File: config.mk
export PLATFORM = sky130hd
export DESIGN_NAME = mcc_axis_cfg
export DESIGN_NICKNAME = d
export VERILOG_FILES = /design/src/mcc_pkg.sv /design/src/mcc_axis_cfg.sv
export SDC_FILE = /design/constraint.sdc
export NUM_CORES = 2
export LEC_CHECK = 0
export BUFFER_PORTS_ARGS = -buffer_cell sky130_fd_sc_hd__buf_2
export CAP_MARGIN = 20
export CORE_AREA = 2 2 498 500
export CTS_BUF_LIST = sky130_fd_sc_hd__clkbuf_4
export DETAILED_ROUTE_END_ITERATION = 8
export DIE_AREA = 0 0 500 502
export PLACE_DENSITY = 0.53
export SLEW_MARGIN = 10
export SYNTH_ARGS = -nofsm -noshare
export SYNTH_HDL_FRONTEND = slang
export SYNTH_SLANG_ARGS = --single-unit
File: constraint.sdc
create_clock -name core_clk -period 10.95 [get_ports core_clk]
set_input_delay 3.285 -clock core_clk [delete_from_list [all_inputs] [get_ports core_clk]]
set_output_delay 3.285 -clock core_clk [all_outputs]
set_load 0.05 [all_outputs]
File: src/mcc_pkg.sv
// Purpose: Shared constants and types for the per-axis chopper and current configuration block
// Assumes: 20 MHz core clock, six axes, plain register port
// Notes on behaviour
// - At standstill, current ramps down over a 4-bit time; zero drops at once.
// - A 10-bit reference pulse width is kept for load-step load measurement.
// - An 8-bit stall sensitivity is kept for load-step mode; larger is more sensitive.
// - Relative move starts from last target (0), actual (1) or encoder (2) position.
// - Microstep code 0..8 decodes to 2^code microsteps per full step.
// - A 2-bit comparator blank time selection is provided to the chopper.
// - Mode bit selects hysteresis chopper (0) or constant off-time chopper (1).
// - In constant off-time mode, disable bit stops comparator ending fast decay.
// - One 4-bit field is hysteresis end or fast decay time, by mode.
// - Field 0..8 is hysteresis start offset on end, or sine offset, by mode.
// - Off time is 12 + 32 * setting clocks, never below 64 clocks.
// - Off-time setting zero switches all bridge transistors off for free-wheeling.
// - Minimum regulated current is half of run current (0) or quarter (1).
// - Current decrements once per 32, 8, 2 or 1 readings above upper threshold.
// - Upper threshold is lower threshold plus hysteresis field plus one, in steps of 32.
// - Each reading below lower threshold raises current by 1, 2, 4 or 8.
// - Lower threshold comes from the 4-bit lower threshold setting, times 32.
package mcc_pkg;
    localparam int MCC_NAXES = 6;
    localparam int MCC_AW = 11;
    localparam int MCC_DW = 16;
    // Parameter numbers; address is {axis, number}
    localparam logic [7:0] MCC_PAR_RAMP = 8'h1f;
    localparam logic [7:0] MCC_PAR_PULSE = 8'h20;
    localparam logic [7:0] MCC_PAR_SENS = 8'h21;
    localparam logic [7:0] MCC_PAR_ORIGIN = 8'h7f;
    localparam logic [7:0] MCC_PAR_USTEP = 8'h8c;
    localparam logic [7:0] MCC_PAR_BLANK = 8'ha2;
    localparam logic [7:0] MCC_PAR_MODE = 8'ha3;
    localparam logic [7:0] MCC_PAR_FDOFF = 8'ha4;
    localparam logic [7:0] MCC_PAR_HEND = 8'ha5;
    localparam logic [7:0] MCC_PAR_HSTART = 8'ha6;
    localparam logic [7:0] MCC_PAR_CHOPPER_OFF_TIME = 8'ha7;
    localparam logic [7:0] MCC_PAR_MIN_CURRENT = 8'ha8;
    localparam logic [7:0] MCC_PAR_DN = 8'ha9;
    localparam logic [7:0] MCC_PAR_HYST = 8'haa;
    localparam logic [7:0] MCC_PAR_UP = 8'hab;
    localparam logic [7:0] MCC_PAR_LOTHR = 8'hac;
    localparam logic [7:0] MCC_PAR_ACTCUR = 8'hb4;
    // Field limits
    localparam logic [3:0] MCC_USTEP_MAX = 4'h8;
    localparam logic [3:0] MCC_HSTART_MAX = 4'h8;
    // Reset values
    localparam logic [3:0] MCC_RST_USTEP = 4'h8;
    localparam logic [1:0] MCC_RST_BLANK = 2'h2;
    localparam logic [4:0] MCC_RST_RAMP_LVL = 5'h1f;
    // Chopper off time
    localparam int MCC_OFF_TIME_BASE = 12;
    localparam int MCC_OFF_TIME_MULT = 32;
    localparam int MCC_OFF_TIME_MIN = 64;
    // Regulation threshold scale
    localparam int MCC_THR_SHIFT = 5;
    // Power-down ramp: unit 0.16384 s, 32 current levels per unit
    localparam real MCC_CLK_HZ = 20.0e6;
    localparam real MCC_RAMP_UNIT_S = 0.16384;
    localparam int MCC_RAMP_LEVELS = 32;
    localparam int MCC_RAMP_STEP_CYC = int'(MCC_RAMP_UNIT_S * MCC_CLK_HZ) / MCC_RAMP_LEVELS;

    typedef struct packed {
        logic [3:0] ramp;
        logic [9:0] pulse;
        logic [7:0] sens;
        logic [1:0] origin;
        logic [3:0] ustep;
        logic [1:0] blank;
        logic mode;
        logic fd_off;
        logic [3:0] hend;
        logic [3:0] hstart;
        logic [3:0] chopper_off_time;
        logic regulation_min_current;
        logic [1:0] dn;
        logic [3:0] hyst;
        logic [1:0] up;
        logic [3:0] lo_thr;
    } mcc_cfg_t;

    typedef struct packed {
        logic standstill;
        logic [4:0] hold_cur;
        logic [4:0] run_cur;
        logic chop_start;
        logic load_valid;
        logic [9:0] load_val;
        logic rel_cmd;
        logic [31:0] last_target;
        logic [31:0] actual_pos;
        logic [31:0] enc_pos;
    } mcc_axis_in_t;

    typedef struct packed {
        logic [8:0] ustep_per_full;
        logic [1:0] blank_sel;
        logic const_off_mode;
        logic cmp_term_en;
        logic [3:0] hyst_end;
        logic [4:0] hyst_start_tot;
        logic [3:0] fast_decay;
        logic [3:0] sine_off;
        logic off_active;
        logic bridge_off;
        logic [9:0] pulse_time;
        logic [7:0] stall_sens;
        logic [4:0] coil_cur;
        logic [31:0] rel_start;
    } mcc_axis_out_t;
endpackage

File: src/mcc_axis_cfg.sv
// Purpose: Per-axis chopper, microstep, power-down and load-based current settings
// Assumes: Inputs synchronous to core_clk; clk_en low freezes all state
// Notes: Register read data appear in the cycle after the read strobe
`timescale 1ns/1ns
module mcc_axis_cfg import mcc_pkg::*; #(
    parameter int NAXES = MCC_NAXES,
    parameter int RAMP_STEP_CYC = MCC_RAMP_STEP_CYC
) (
    // Clock and reset
    input wire logic core_clk,
    input wire logic rst_b,
    input wire logic clk_en,
    // Register port
    input wire logic [MCC_AW-1:0] reg_addr,
    input wire logic [MCC_DW-1:0] reg_wdata,
    input wire logic reg_wr,
    input wire logic reg_rd,
    output logic [MCC_DW-1:0] reg_rdata,
    // Axes
    input wire mcc_axis_in_t [NAXES-1:0] axis_in,
    output mcc_axis_out_t [NAXES-1:0] axis_out
);

    function automatic mcc_cfg_t cfg_write(input mcc_cfg_t c, input logic [7:0] p, input logic [MCC_DW-1:0] d);
        mcc_cfg_t n;
        n = c;
        case (p)
            MCC_PAR_RAMP: n.ramp = d[3:0];
            MCC_PAR_PULSE: n.pulse = d[9:0];
            MCC_PAR_SENS: n.sens = d[7:0];
            MCC_PAR_ORIGIN: n.origin = d[1:0];
            MCC_PAR_USTEP: n.ustep = (d[3:0] > MCC_USTEP_MAX) ? MCC_USTEP_MAX : d[3:0];
            MCC_PAR_BLANK: n.blank = d[1:0];
            MCC_PAR_MODE: n.mode = d[0];
            MCC_PAR_FDOFF: n.fd_off = d[0];
            MCC_PAR_HEND: n.hend = d[3:0];
            MCC_PAR_HSTART: n.hstart = (d[3:0] > MCC_HSTART_MAX) ? MCC_HSTART_MAX : d[3:0];
            MCC_PAR_CHOPPER_OFF_TIME: n.chopper_off_time = d[3:0];
            MCC_PAR_MIN_CURRENT: n.regulation_min_current = d[0];
            MCC_PAR_DN: n.dn = d[1:0];
            MCC_PAR_HYST: n.hyst = d[3:0];
            MCC_PAR_UP: n.up = d[1:0];
            MCC_PAR_LOTHR: n.lo_thr = d[3:0];
            default: n = c;
        endcase
        return n;
    endfunction

    function automatic logic [MCC_DW-1:0] cfg_read(input mcc_cfg_t c, input logic [7:0] p, input logic [4:0] cur);
        logic [MCC_DW-1:0] r;
        r = '0;
        case (p)
            MCC_PAR_RAMP: r[3:0] = c.ramp;
            MCC_PAR_PULSE: r[9:0] = c.pulse;
            MCC_PAR_SENS: r[7:0] = c.sens;
            MCC_PAR_ORIGIN: r[1:0] = c.origin;
            MCC_PAR_USTEP: r[3:0] = c.ustep;
            MCC_PAR_BLANK: r[1:0] = c.blank;
            MCC_PAR_MODE: r[0] = c.mode;
            MCC_PAR_FDOFF: r[0] = c.fd_off;
            MCC_PAR_HEND: r[3:0] = c.hend;
            MCC_PAR_HSTART: r[3:0] = c.hstart;
            MCC_PAR_CHOPPER_OFF_TIME: r[3:0] = c.chopper_off_time;
            MCC_PAR_MIN_CURRENT: r[0] = c.regulation_min_current;
            MCC_PAR_DN: r[1:0] = c.dn;
            MCC_PAR_HYST: r[3:0] = c.hyst;
            MCC_PAR_UP: r[1:0] = c.up;
            MCC_PAR_LOTHR: r[3:0] = c.lo_thr;
            MCC_PAR_ACTCUR: r[4:0] = cur;
            default: r = '0;
        endcase
        return r;
    endfunction

    mcc_cfg_t cfg_q [NAXES];
    logic [4:0] cur_q [NAXES];
    logic [MCC_DW-1:0] rdata_q;

    // Address split
    wire [2:0] a_axis = reg_addr[MCC_AW-1:8];
    wire [7:0] a_par = reg_addr[7:0];
    wire a_ok = (32'(a_axis) < NAXES);
    wire [MCC_DW-1:0] rd_word = a_ok ? cfg_read(cfg_q[a_axis], a_par, cur_q[a_axis]) : '0;

    assign reg_rdata = rdata_q;

    always_ff @(posedge core_clk or negedge rst_b) begin
        if (!rst_b) begin
            rdata_q <= '0;
        end else if (clk_en) begin
            rdata_q <= reg_rd ? rd_word : '0;
        end
    end

    genvar g;
    generate
        for (g = 0; g < NAXES; g++) begin : g_axis
            mcc_axis_in_t ai;
            mcc_cfg_t c;
            logic [8:0] off_q;
            logic [4:0] dcnt_q;
            logic [4:0] lvl_q;
            logic [31:0] rt_q;
            mcc_axis_out_t out_q;
            assign ai = axis_in[g];
            assign c = cfg_q[g];
            assign axis_out[g] = out_q;

            // Setting storage for this axis
            wire wr_me = reg_wr && a_ok && (32'(a_axis) == g);
            always_ff @(posedge core_clk or negedge rst_b) begin
                if (!rst_b) begin
                    cfg_q[g] <= '{ustep: MCC_RST_USTEP, blank: MCC_RST_BLANK, default: '0};
                end else if (clk_en && wr_me) begin
                    cfg_q[g] <= cfg_write(c, a_par, reg_wdata);
                end
            end

            // Off time: 12 + 32*setting, floor at 64
            wire [8:0] off_raw = 9'(MCC_OFF_TIME_BASE) + 9'(MCC_OFF_TIME_MULT) * 9'(c.chopper_off_time);
            wire [8:0] off_len = (off_raw < 9'(MCC_OFF_TIME_MIN)) ? 9'(MCC_OFF_TIME_MIN) : off_raw;
            wire bridge_off = (c.chopper_off_time == 4'h0);
            // Load full length so off_active stands exactly off_len cycles
            wire [8:0] off_d = (ai.chop_start && !bridge_off) ? off_len :
                               (off_q != 9'h000) ? off_q - 9'h001 : 9'h000;

            // Load-based regulation thresholds
            wire [10:0] lo_thr = 11'(c.lo_thr) << MCC_THR_SHIFT;
            wire [10:0] hi_thr = 11'(6'(c.lo_thr) + 6'(c.hyst) + 6'h01) << MCC_THR_SHIFT;
            wire [10:0] load = 11'(ai.load_val);
            wire [4:0] min_cur = c.regulation_min_current ? (ai.run_cur >> 2) : (ai.run_cur >> 1);
            wire [3:0] up_step = 4'h1 << c.up;
            logic [5:0] dn_n;
            always_comb begin
                case (c.dn)
                    2'h0: dn_n = 6'h20;
                    2'h1: dn_n = 6'h08;
                    2'h2: dn_n = 6'h02;
                    default: dn_n = 6'h01;
                endcase
            end
            wire below = ai.load_valid && (load < lo_thr);
            wire above = ai.load_valid && (load > hi_thr);
            wire dn_due = (6'(dcnt_q) + 6'h01) >= dn_n;
            wire [5:0] cur_up = 6'(cur_q[g]) + 6'(up_step);
            wire [4:0] cur_lim = (cur_q[g] > ai.run_cur) ? ai.run_cur : cur_q[g];
            wire [4:0] cur_inc = (cur_up > 6'(ai.run_cur)) ? ai.run_cur : cur_up[4:0];
            wire [4:0] cur_dec = (cur_lim > min_cur) ? cur_lim - 5'h01 : min_cur;
            wire [4:0] cur_d = below ? cur_inc : (above && dn_due) ? cur_dec : cur_lim;
            wire [4:0] dcnt_d = below ? 5'h00 : above ? (dn_due ? 5'h00 : dcnt_q + 5'h01) : dcnt_q;

            // Power-down ramp toward hold current
            wire [31:0] rt_lim = 32'(c.ramp) * 32'(RAMP_STEP_CYC);
            wire lvl_hi = lvl_q > ai.hold_cur;
            wire rt_done = (rt_q + 32'h1) >= rt_lim;
            wire [4:0] lvl_d = !ai.standstill ? MCC_RST_RAMP_LVL :
                               !lvl_hi ? ai.hold_cur :
                               (c.ramp == 4'h0) ? ai.hold_cur :
                               rt_done ? lvl_q - 5'h01 : lvl_q;
            wire [31:0] rt_d = (!ai.standstill || !lvl_hi || rt_done) ? 32'h0 : rt_q + 32'h1;

            // Relative move start point
            logic [31:0] rel_sel;
            always_comb begin
                case (c.origin)
                    2'h1: rel_sel = ai.actual_pos;
                    2'h2: rel_sel = ai.enc_pos;
                    default: rel_sel = ai.last_target;
                endcase
            end

            // Chopper decode
            mcc_axis_out_t o_d;
            always_comb begin
                o_d = out_q;
                o_d.ustep_per_full = 9'h001 << c.ustep;
                o_d.blank_sel = c.blank;
                o_d.const_off_mode = c.mode;
                o_d.cmp_term_en = !(c.mode && c.fd_off);
                o_d.hyst_end = c.mode ? 4'h0 : c.hend;
                o_d.fast_decay = c.mode ? c.hend : 4'h0;
                o_d.hyst_start_tot = c.mode ? 5'h00 : 5'(c.hend) + 5'(c.hstart);
                o_d.sine_off = c.mode ? c.hstart : 4'h0;
                o_d.off_active = (off_d != 9'h000);
                o_d.bridge_off = bridge_off;
                o_d.pulse_time = c.pulse;
                o_d.stall_sens = c.sens;
                o_d.coil_cur = (cur_d < lvl_d) ? cur_d : lvl_d;
                if (ai.rel_cmd) begin
                    o_d.rel_start = rel_sel;
                end
            end

            always_ff @(posedge core_clk or negedge rst_b) begin
                if (!rst_b) begin
                    off_q <= '0;
                    dcnt_q <= '0;
                    cur_q[g] <= '0;
                    lvl_q <= MCC_RST_RAMP_LVL;
                    rt_q <= '0;
                    out_q <= '0;
                end else if (clk_en) begin
                    off_q <= off_d;
                    dcnt_q <= dcnt_d;
                    cur_q[g] <= cur_d;
                    lvl_q <= lvl_d;
                    rt_q <= rt_d;
                    out_q <= o_d;
                end
            end
        end
    endgenerate

endmodule

After elaboration in Yosys (flattened, before gate mapping)
Cells that the tools add are included.
{"block": "totals", "reg_bits": 1216, "input_bits": 752, "output_inout_bits": 538, "elab_cells": 788}
{"block": "classes", "add_sub_neg": 66, "multipliers": 6, "magnitude_cmp": 63, "eq_ne": 46, "shift": 12, "mux": 159, "bitwise_logic": 1, "reduce_logical": 224}
{"op": "5-bit two-way mux", "count": 86}
{"op": "32-bit one-hot mux with 2 select lines", "count": 6}
{"op": "2-bit AND reduction", "count": 108}
{"op": "32-bit by 1-bit adder with 32-bit output, second input constant", "count": 6}
{"op": "32-bit by 21-bit greater-or-equal comparator with 1-bit output", "count": 6}
{"op": "32-bit two-way mux", "count": 6}
{"op": "57-bit binary-select mux with 3-bit select", "count": 1}
{"op": "9-bit two-way mux", "count": 18}
{"op": "57-bit two-way mux", "count": 2}
{"op": "6-bit one-hot mux with 3 select lines", "count": 6}
{"op": "9-bit nonzero test", "count": 12}
{"op": "8-bit == test, second input constant", "count": 13}
{"op": "4-bit two-way mux", "count": 25}
{"op": "5-bit by 1-bit adder with 6-bit output, second input constant", "count": 12}
{"op": "10-bit by 11-bit > comparator with 1-bit output", "count": 6}
{"op": "4-bit by 4-bit adder with 5-bit output", "count": 12}
{"op": "5-bit > comparator", "count": 12}
{"op": "10-bit by 9-bit < comparator with 1-bit output", "count": 6}
{"op": "5-bit by 1-bit subtractor with 5-bit output, second input constant", "count": 12}
{"op": "4-bit by 9-bit adder with 9-bit output, first input constant", "count": 6}
{"op": "9-bit by 7-bit < comparator with 1-bit output, second input constant", "count": 6}
{"op": "4-bit by 5-bit multiplier with 9-bit output, second input constant", "count": 6}
{"op": "1-bit by 4-bit left shift with 9-bit output, first input constant", "count": 6}
{"op": "9-bit by 1-bit subtractor with 9-bit output, second input constant", "count": 6}
{"op": "34 further kinds", "count": 192}

Logic depth before layout (Yosys ltp)
{"block": "logic_depth", "depth_word": 9, "ltp_mapped": 27, "depth_no_buf": 25}

Least setup slack after synthesis
Ideal clock, no wire load.
{"block": "synth_path", "path_kind": "input port to flip-flop", "startpoint": "input axis_in[231] (netlist name)", "endpoint": "register g_axis[1].out_q (netlist bit axis_out[122])", "setup_time_ns": 0.131, "arrival_ns": 8.011, "t_required_ns": 10.819, "slack_ns": 2.807, "path_stages": 23, "cell_sequence": "inv_1 > ha_1 > o21ai_0 > a21oi_1 > o31ai_1 > mux2_2 > ha_1 > nor2b_1 > o21a_1 > o21a_1 > o21ai_0 > and2_0 > o21ai_0 > a221oi_1 > a21oi_1 > ha_1 > a21o_1 > a21o_1 > a21oi_1 > o211a_1 > a31o_1 > or3_1 > o211ai_1"}
{"block": "synth_between", "elab_chain_cells": 8, "elab_cells_between_ends": 12}
{"item": "start, declared", "line": "mcc_axis_cfg.sv:20", "source": "input wire mcc_axis_in_t [NAXES-1:0] axis_in,"}
{"item": "5-bit > comparator", "line": "mcc_axis_cfg.sv:146", "source": "wire [4:0] cur_lim = (cur_q[g] > ai.run_cur) ? ai.run_cur : cur_q[g];"}
{"item": "5-bit two-way mux", "line": "mcc_axis_cfg.sv:146"}
{"item": "5-bit by 1-bit subtractor with 5-bit output / 5-bit by 4-bit > comparator with 1-bit output (equally long branches)", "line": "mcc_axis_cfg.sv:148", "source": "wire [4:0] cur_dec = (cur_lim > min_cur) ? cur_lim - 5'h01 : min_cur;"}
{"item": "5-bit two-way mux", "line": "mcc_axis_cfg.sv:148"}
{"item": "5-bit two-way mux", "line": "mcc_axis_cfg.sv:149", "source": "wire [4:0] cur_d = below ? cur_inc : (above && dn_due) ? cur_dec : cur_lim;"}
{"item": "5-bit two-way mux *", "line": "mcc_axis_cfg.sv:149"}
{"item": "named net g_axis[1].cur_d[2]", "line": "mcc_axis_cfg.sv:149"}
{"item": "5-bit < comparator *", "line": "mcc_axis_cfg.sv:188", "source": "o_d.coil_cur = (cur_d < lvl_d) ? cur_d : lvl_d;"}
{"item": "5-bit two-way mux *", "line": "mcc_axis_cfg.sv:188"}
{"item": "end signal, assigned", "line": "mcc_axis_cfg.sv:201", "source": "out_q <= '0;"}
{"item": "end signal, assigned", "line": "mcc_axis_cfg.sv:208", "source": "out_q <= o_d;"}
{"item": "end, declared", "line": "mcc_axis_cfg.sv:104", "source": "mcc_axis_out_t out_q;"}
The timed path passes the listed nets; every way through them passes the cells marked *.
A chain may end at the register's enable or synchronous reset.

Worst setup path in the final report
{"block": "layout_path", "startpoint": "input axis_in[712] (netlist name)", "endpoint": "register g_axis[5].out_q (netlist bit axis_out[469])"}
{"block": "layout_between", "elab_chain_cells": 8, "elab_cells_between_ends": 12}
{"item": "5-bit > comparator", "line": "mcc_axis_cfg.sv:146"}
{"item": "5-bit two-way mux", "line": "mcc_axis_cfg.sv:146"}
{"item": "5-bit by 1-bit subtractor with 5-bit output / 5-bit by 4-bit > comparator with 1-bit output (equally long branches)", "line": "mcc_axis_cfg.sv:148"}
{"item": "5-bit two-way mux", "line": "mcc_axis_cfg.sv:148"}
{"item": "5-bit two-way mux", "line": "mcc_axis_cfg.sv:149"}
{"item": "5-bit two-way mux *", "line": "mcc_axis_cfg.sv:149"}
{"item": "named net g_axis[5].cur_d[2]", "line": "mcc_axis_cfg.sv:149"}
{"item": "5-bit < comparator", "line": "mcc_axis_cfg.sv:188"}
{"item": "5-bit two-way mux *", "line": "mcc_axis_cfg.sv:188"}
{"item": "end signal, assigned", "line": "mcc_axis_cfg.sv:201"}
{"item": "end signal, assigned", "line": "mcc_axis_cfg.sv:208"}
{"item": "end, declared", "line": "mcc_axis_cfg.sv:104"}
Marks and branches as above.

==> flow_summary.yaml <==
logic_synthesis:
  syn_inst: 7594
  synth_area_um2: 72280
  synthArstFlopShare_pct: 100.0
  yosysWarnings: 0
  ys_seq_elements: 1210
  synthFlopType: "dfrtp_1"
  synth.most_common_cell: "dfrtp_1"
  synth_seq_area_share_pct: 41.97
  synth_edf_count: 0
  synth_area_leaders: "dfrtp_1, ha_1, mux2_2, o21ai_0, nand2_1"
  synthTopCellsByCount: "dfrtp_1, nand2_1, o21ai_0"
  synth_cell_types: 98
  yosysTopAreaCellShare_pct: 40.44
  synth.avg_cell_area_um2: 9.518
  yosysTopAreaCell: "dfrtp_1"
clocking:
  insertion_delay_ns: 1.37
  cts-root-buf: "clkbuf_4"
  tritoncts: "done"
  post-cts-setup-buffers: 0
  clkSinkCount: 1210
  holdBufCountCts: 0
  cts-buffers-inserted: 368
  post_cts_resized: 0
  clkTransAtPathRegs_ns: 0.06
  ctsLongestPathBuffers: 4
  htreeDepth: 5
critical_path:
  timing.rr.end: "axis_out[383]$_DFFE_PN0P_"
  slowest_stage: "mux2i_1"
  critPathKind: "primary input to flip-flop"
  crit_family: "compound AO/OA/AOI/OAI gates"
  max_stage_delay_ns: 0.60
  cpMostUsedCell: "o21ai_0"
  r2r_setup_slack_ns: 4.06
  r2r_start: "g_axis[4].rt_q[4]$_DFFE_PN0P_"
  crit_buf_inv: 3
  required_ns: 12.11
  reg2regPathDepth: 23
  arrival_ns: 9.15
  cp-start-kind: "primary input"
  cp_max_fo: 6
  crit_path_end_kind: "flip-flop"
min_path:
  hold_class: "flip-flop to flip-flop"
  holdPathEnd: "axis_out[398]$_DFFE_PN0P_"
  hold_depth: 1
  hp-start: "cfg_q[105]$_DFFE_PN0P_"
grt:
  antenna_found_initial: 58
  grt_start_max_net_pins: 181
  grt_pass1_vias: 64038
  grt_pass1_wl_mm: 463.9
  track_usage_pct: 25.45
  grt_overflow: 0
finish:
  fin_cells: 12456
  nFillCells: 25348
  nets: 10168
  drive_above_1_share_pct: 27.84
  area_delta_synth_final_pct: 20.18
route:
  vias: 65809
  avgViaCountPerCell: 5.283
  routed_wirelength_mm: 331.7
  drc: 0
  postRouteAntennaNets: 0
  dr.first_iter.drc_count: 5399
  wl_per_cell_um: 26.63
  first_pass_iters: 8
die:
  die_w_um: 500
  initial_core_util_pct: 29.47
  coreArea_um2: 245300
  dieArea_um2: 251000
  row_count: 182
  ioPinCount: 1290
  die_h_um: 502
sta:
  slew_headroom_pct: 18.40
  grt_setup_unrepaired: "no"
  whs_ns: 0.4555
  clock.fmax_mhz: 125.2
  tightestPinTransition_ns: 1.217
  setup_viol: 0
  finClkSkew_ns: 0.1548
  finalSetupTns_ns: 0
  drv_slew: 0
  fin_crit_sh_pct: 72.97
  fin_crit_ns: 7.990
  hold_viol: 0
flow_run:
  drv_cap: 0
place:
  port_buffers: 1277
  placedCellCount: 11786
  place_congestion: 0.9669
  hpwl_mm: 262.3
pwr:
  switching_share_pct: 38.31
  combPwrFrac_pct: 31.0
  pwr-share-clk_pct: 32.1
  fin_total_pwr_mw: 14.17
  p_sw_mw: 5.427
  internal_power_mw: 8.740
  peakVddDrop_mv: 0.08939
  pwr-share-seq_pct: 36.9
  p_per_area_nw_per_um2: 163.1
  leakage_nw: 41.08
status:
  status: "finished clean"
[stage by stage]
| step | worst slack [ns] | utilization [%] | instance area, um^2 |
|---|---|---|---|
| floorplan | 2.807 | - | 72300 |
| global placement | 1.841 | 33.45 | 82030 |
| detailed placement | 1.879 | 33.46 | 82060 |
| CTS | 3.330 | 35.31 | 86610 |
| global route | 2.724 | 35.40 | 86830 |
| finish | 2.960 | 35.42 | 86860 |
[logic make-up after synthesis]
| kind of cell | count (synthesis) | share of synthesized area, % |
|---|---|---|
| and+or+nand+nor | 2315 | 15.51 |
| other | 1 | 0.005188 |
| DFF | 1210 | 41.97 |
| adders and majority gates | 468 | 8.351 |
| muxes | 665 | 11.07 |
| AOI/OAI and AO/OA | 1934 | 16.69 |
| xor gates and xnor gates | 167 | 2.024 |
| buffers and inverters | 834 | 4.387 |
[cells in the final DEF (no fill, tap or decap), types with 26 or more instances in the layout]
cell	n
o211ai_1	30
nor4_1	55
o21ai_1	41
mux2_2	455
nand3_1	269
buf_4	77
dfrtp_1	1168
and2_1	39
diode_2	34
nor3_1	80
mux4_2	62
mux2i_1	147
clkbuf_4	539
a31oi_1	53
nand4_1	94
o2bb2ai_1	60
and3_1	93
nor2_1	559
xor2_1	64
o31ai_1	63
clkinv_1	62
or3_1	27
inv_1	438
ha_1	438
nand2_1	676
a22oi_1	207
buf_2	1272
a22o_1	29
nand3b_1	43
a211oi_1	26
o21ai_0	676
nand2b_1	96
nor2b_1	156
a21o_1	74
xnor2_1	103
dfstp_2	42
a21oi_1	399
o21a_1	56
[area by class of cell]
class                           instances  area [um^2]  share of cell area (%)
Clock buffer                          538         4039                   4.650
Multi-Input combinational cell       5555        38880                   44.76
Sequential cell                      1210        30330                   34.92
Inverter                              442         1664                   1.916
Clock inverter                         86        508.0                  0.5848
Antenna cell                           34        85.08                 0.09795
Timing Repair Buffer                 1371         7326                   8.434
Tap cell                             3220         4029                   4.638
[state kept, by name (all words and copies together), names as in the netlist]
signal         cells
g_axis.rt_q      192
g_axis.lvl_q      30
g_axis.dcnt_q     30
cur_q             30
axis_out         522
reg_rdata         10
g_axis.off_q      54
cfg_q            342
[routing by layer]
| metal | GRT usage, % | up-vias | share of wire (%) |
|---|---|---|---|
| met5 | 0 | - | 0.067 |
| met4 | 13.04 | 34 | 5.6 |
| met3 | 10.06 | 613 | 10 |
| met2 | 37.17 | 2469 | 42 |
| met1 | 32.33 | 32382 | 42 |
| li1 | - | 30311 | - |
[worst max-delay path by stage]
stage | slack (ns) | from | end | cells after the start
2_1_floorplan | 2.81 | axis_in[231] | axis_out[122]$_DFFE_PN0P_ | 23
3_3_place_gp | 1.84 | axis_in[713] | axis_out[469]$_DFFE_PN0P_ | 26
5_1_grt | 2.72 | axis_in[712] | axis_out[469]$_DFFE_PN0P_ | 26
3_5_place_dp | 1.88 | axis_in[713] | axis_out[469]$_DFFE_PN0P_ | 26
6_report | 2.96 | axis_in[712] | axis_out[469]$_DFFE_PN0P_ | 26
4_1_cts | 3.33 | axis_in[712] | axis_out[469]$_DFFE_PN0P_ | 26
[power groups by stage]
stage          clock [mW]  combinational, mW  sequential, mW
2_1_floorplan           0               2.38            5.68
3_3_place_gp            0               4.30            5.29
3_5_place_dp            0               4.35            5.30
4_1_cts              4.70               4.37            5.22
5_1_grt              4.92               4.81            5.27
6_report             4.54               4.39            5.23
Note: power is estimated with default switching activity, not from simulation.
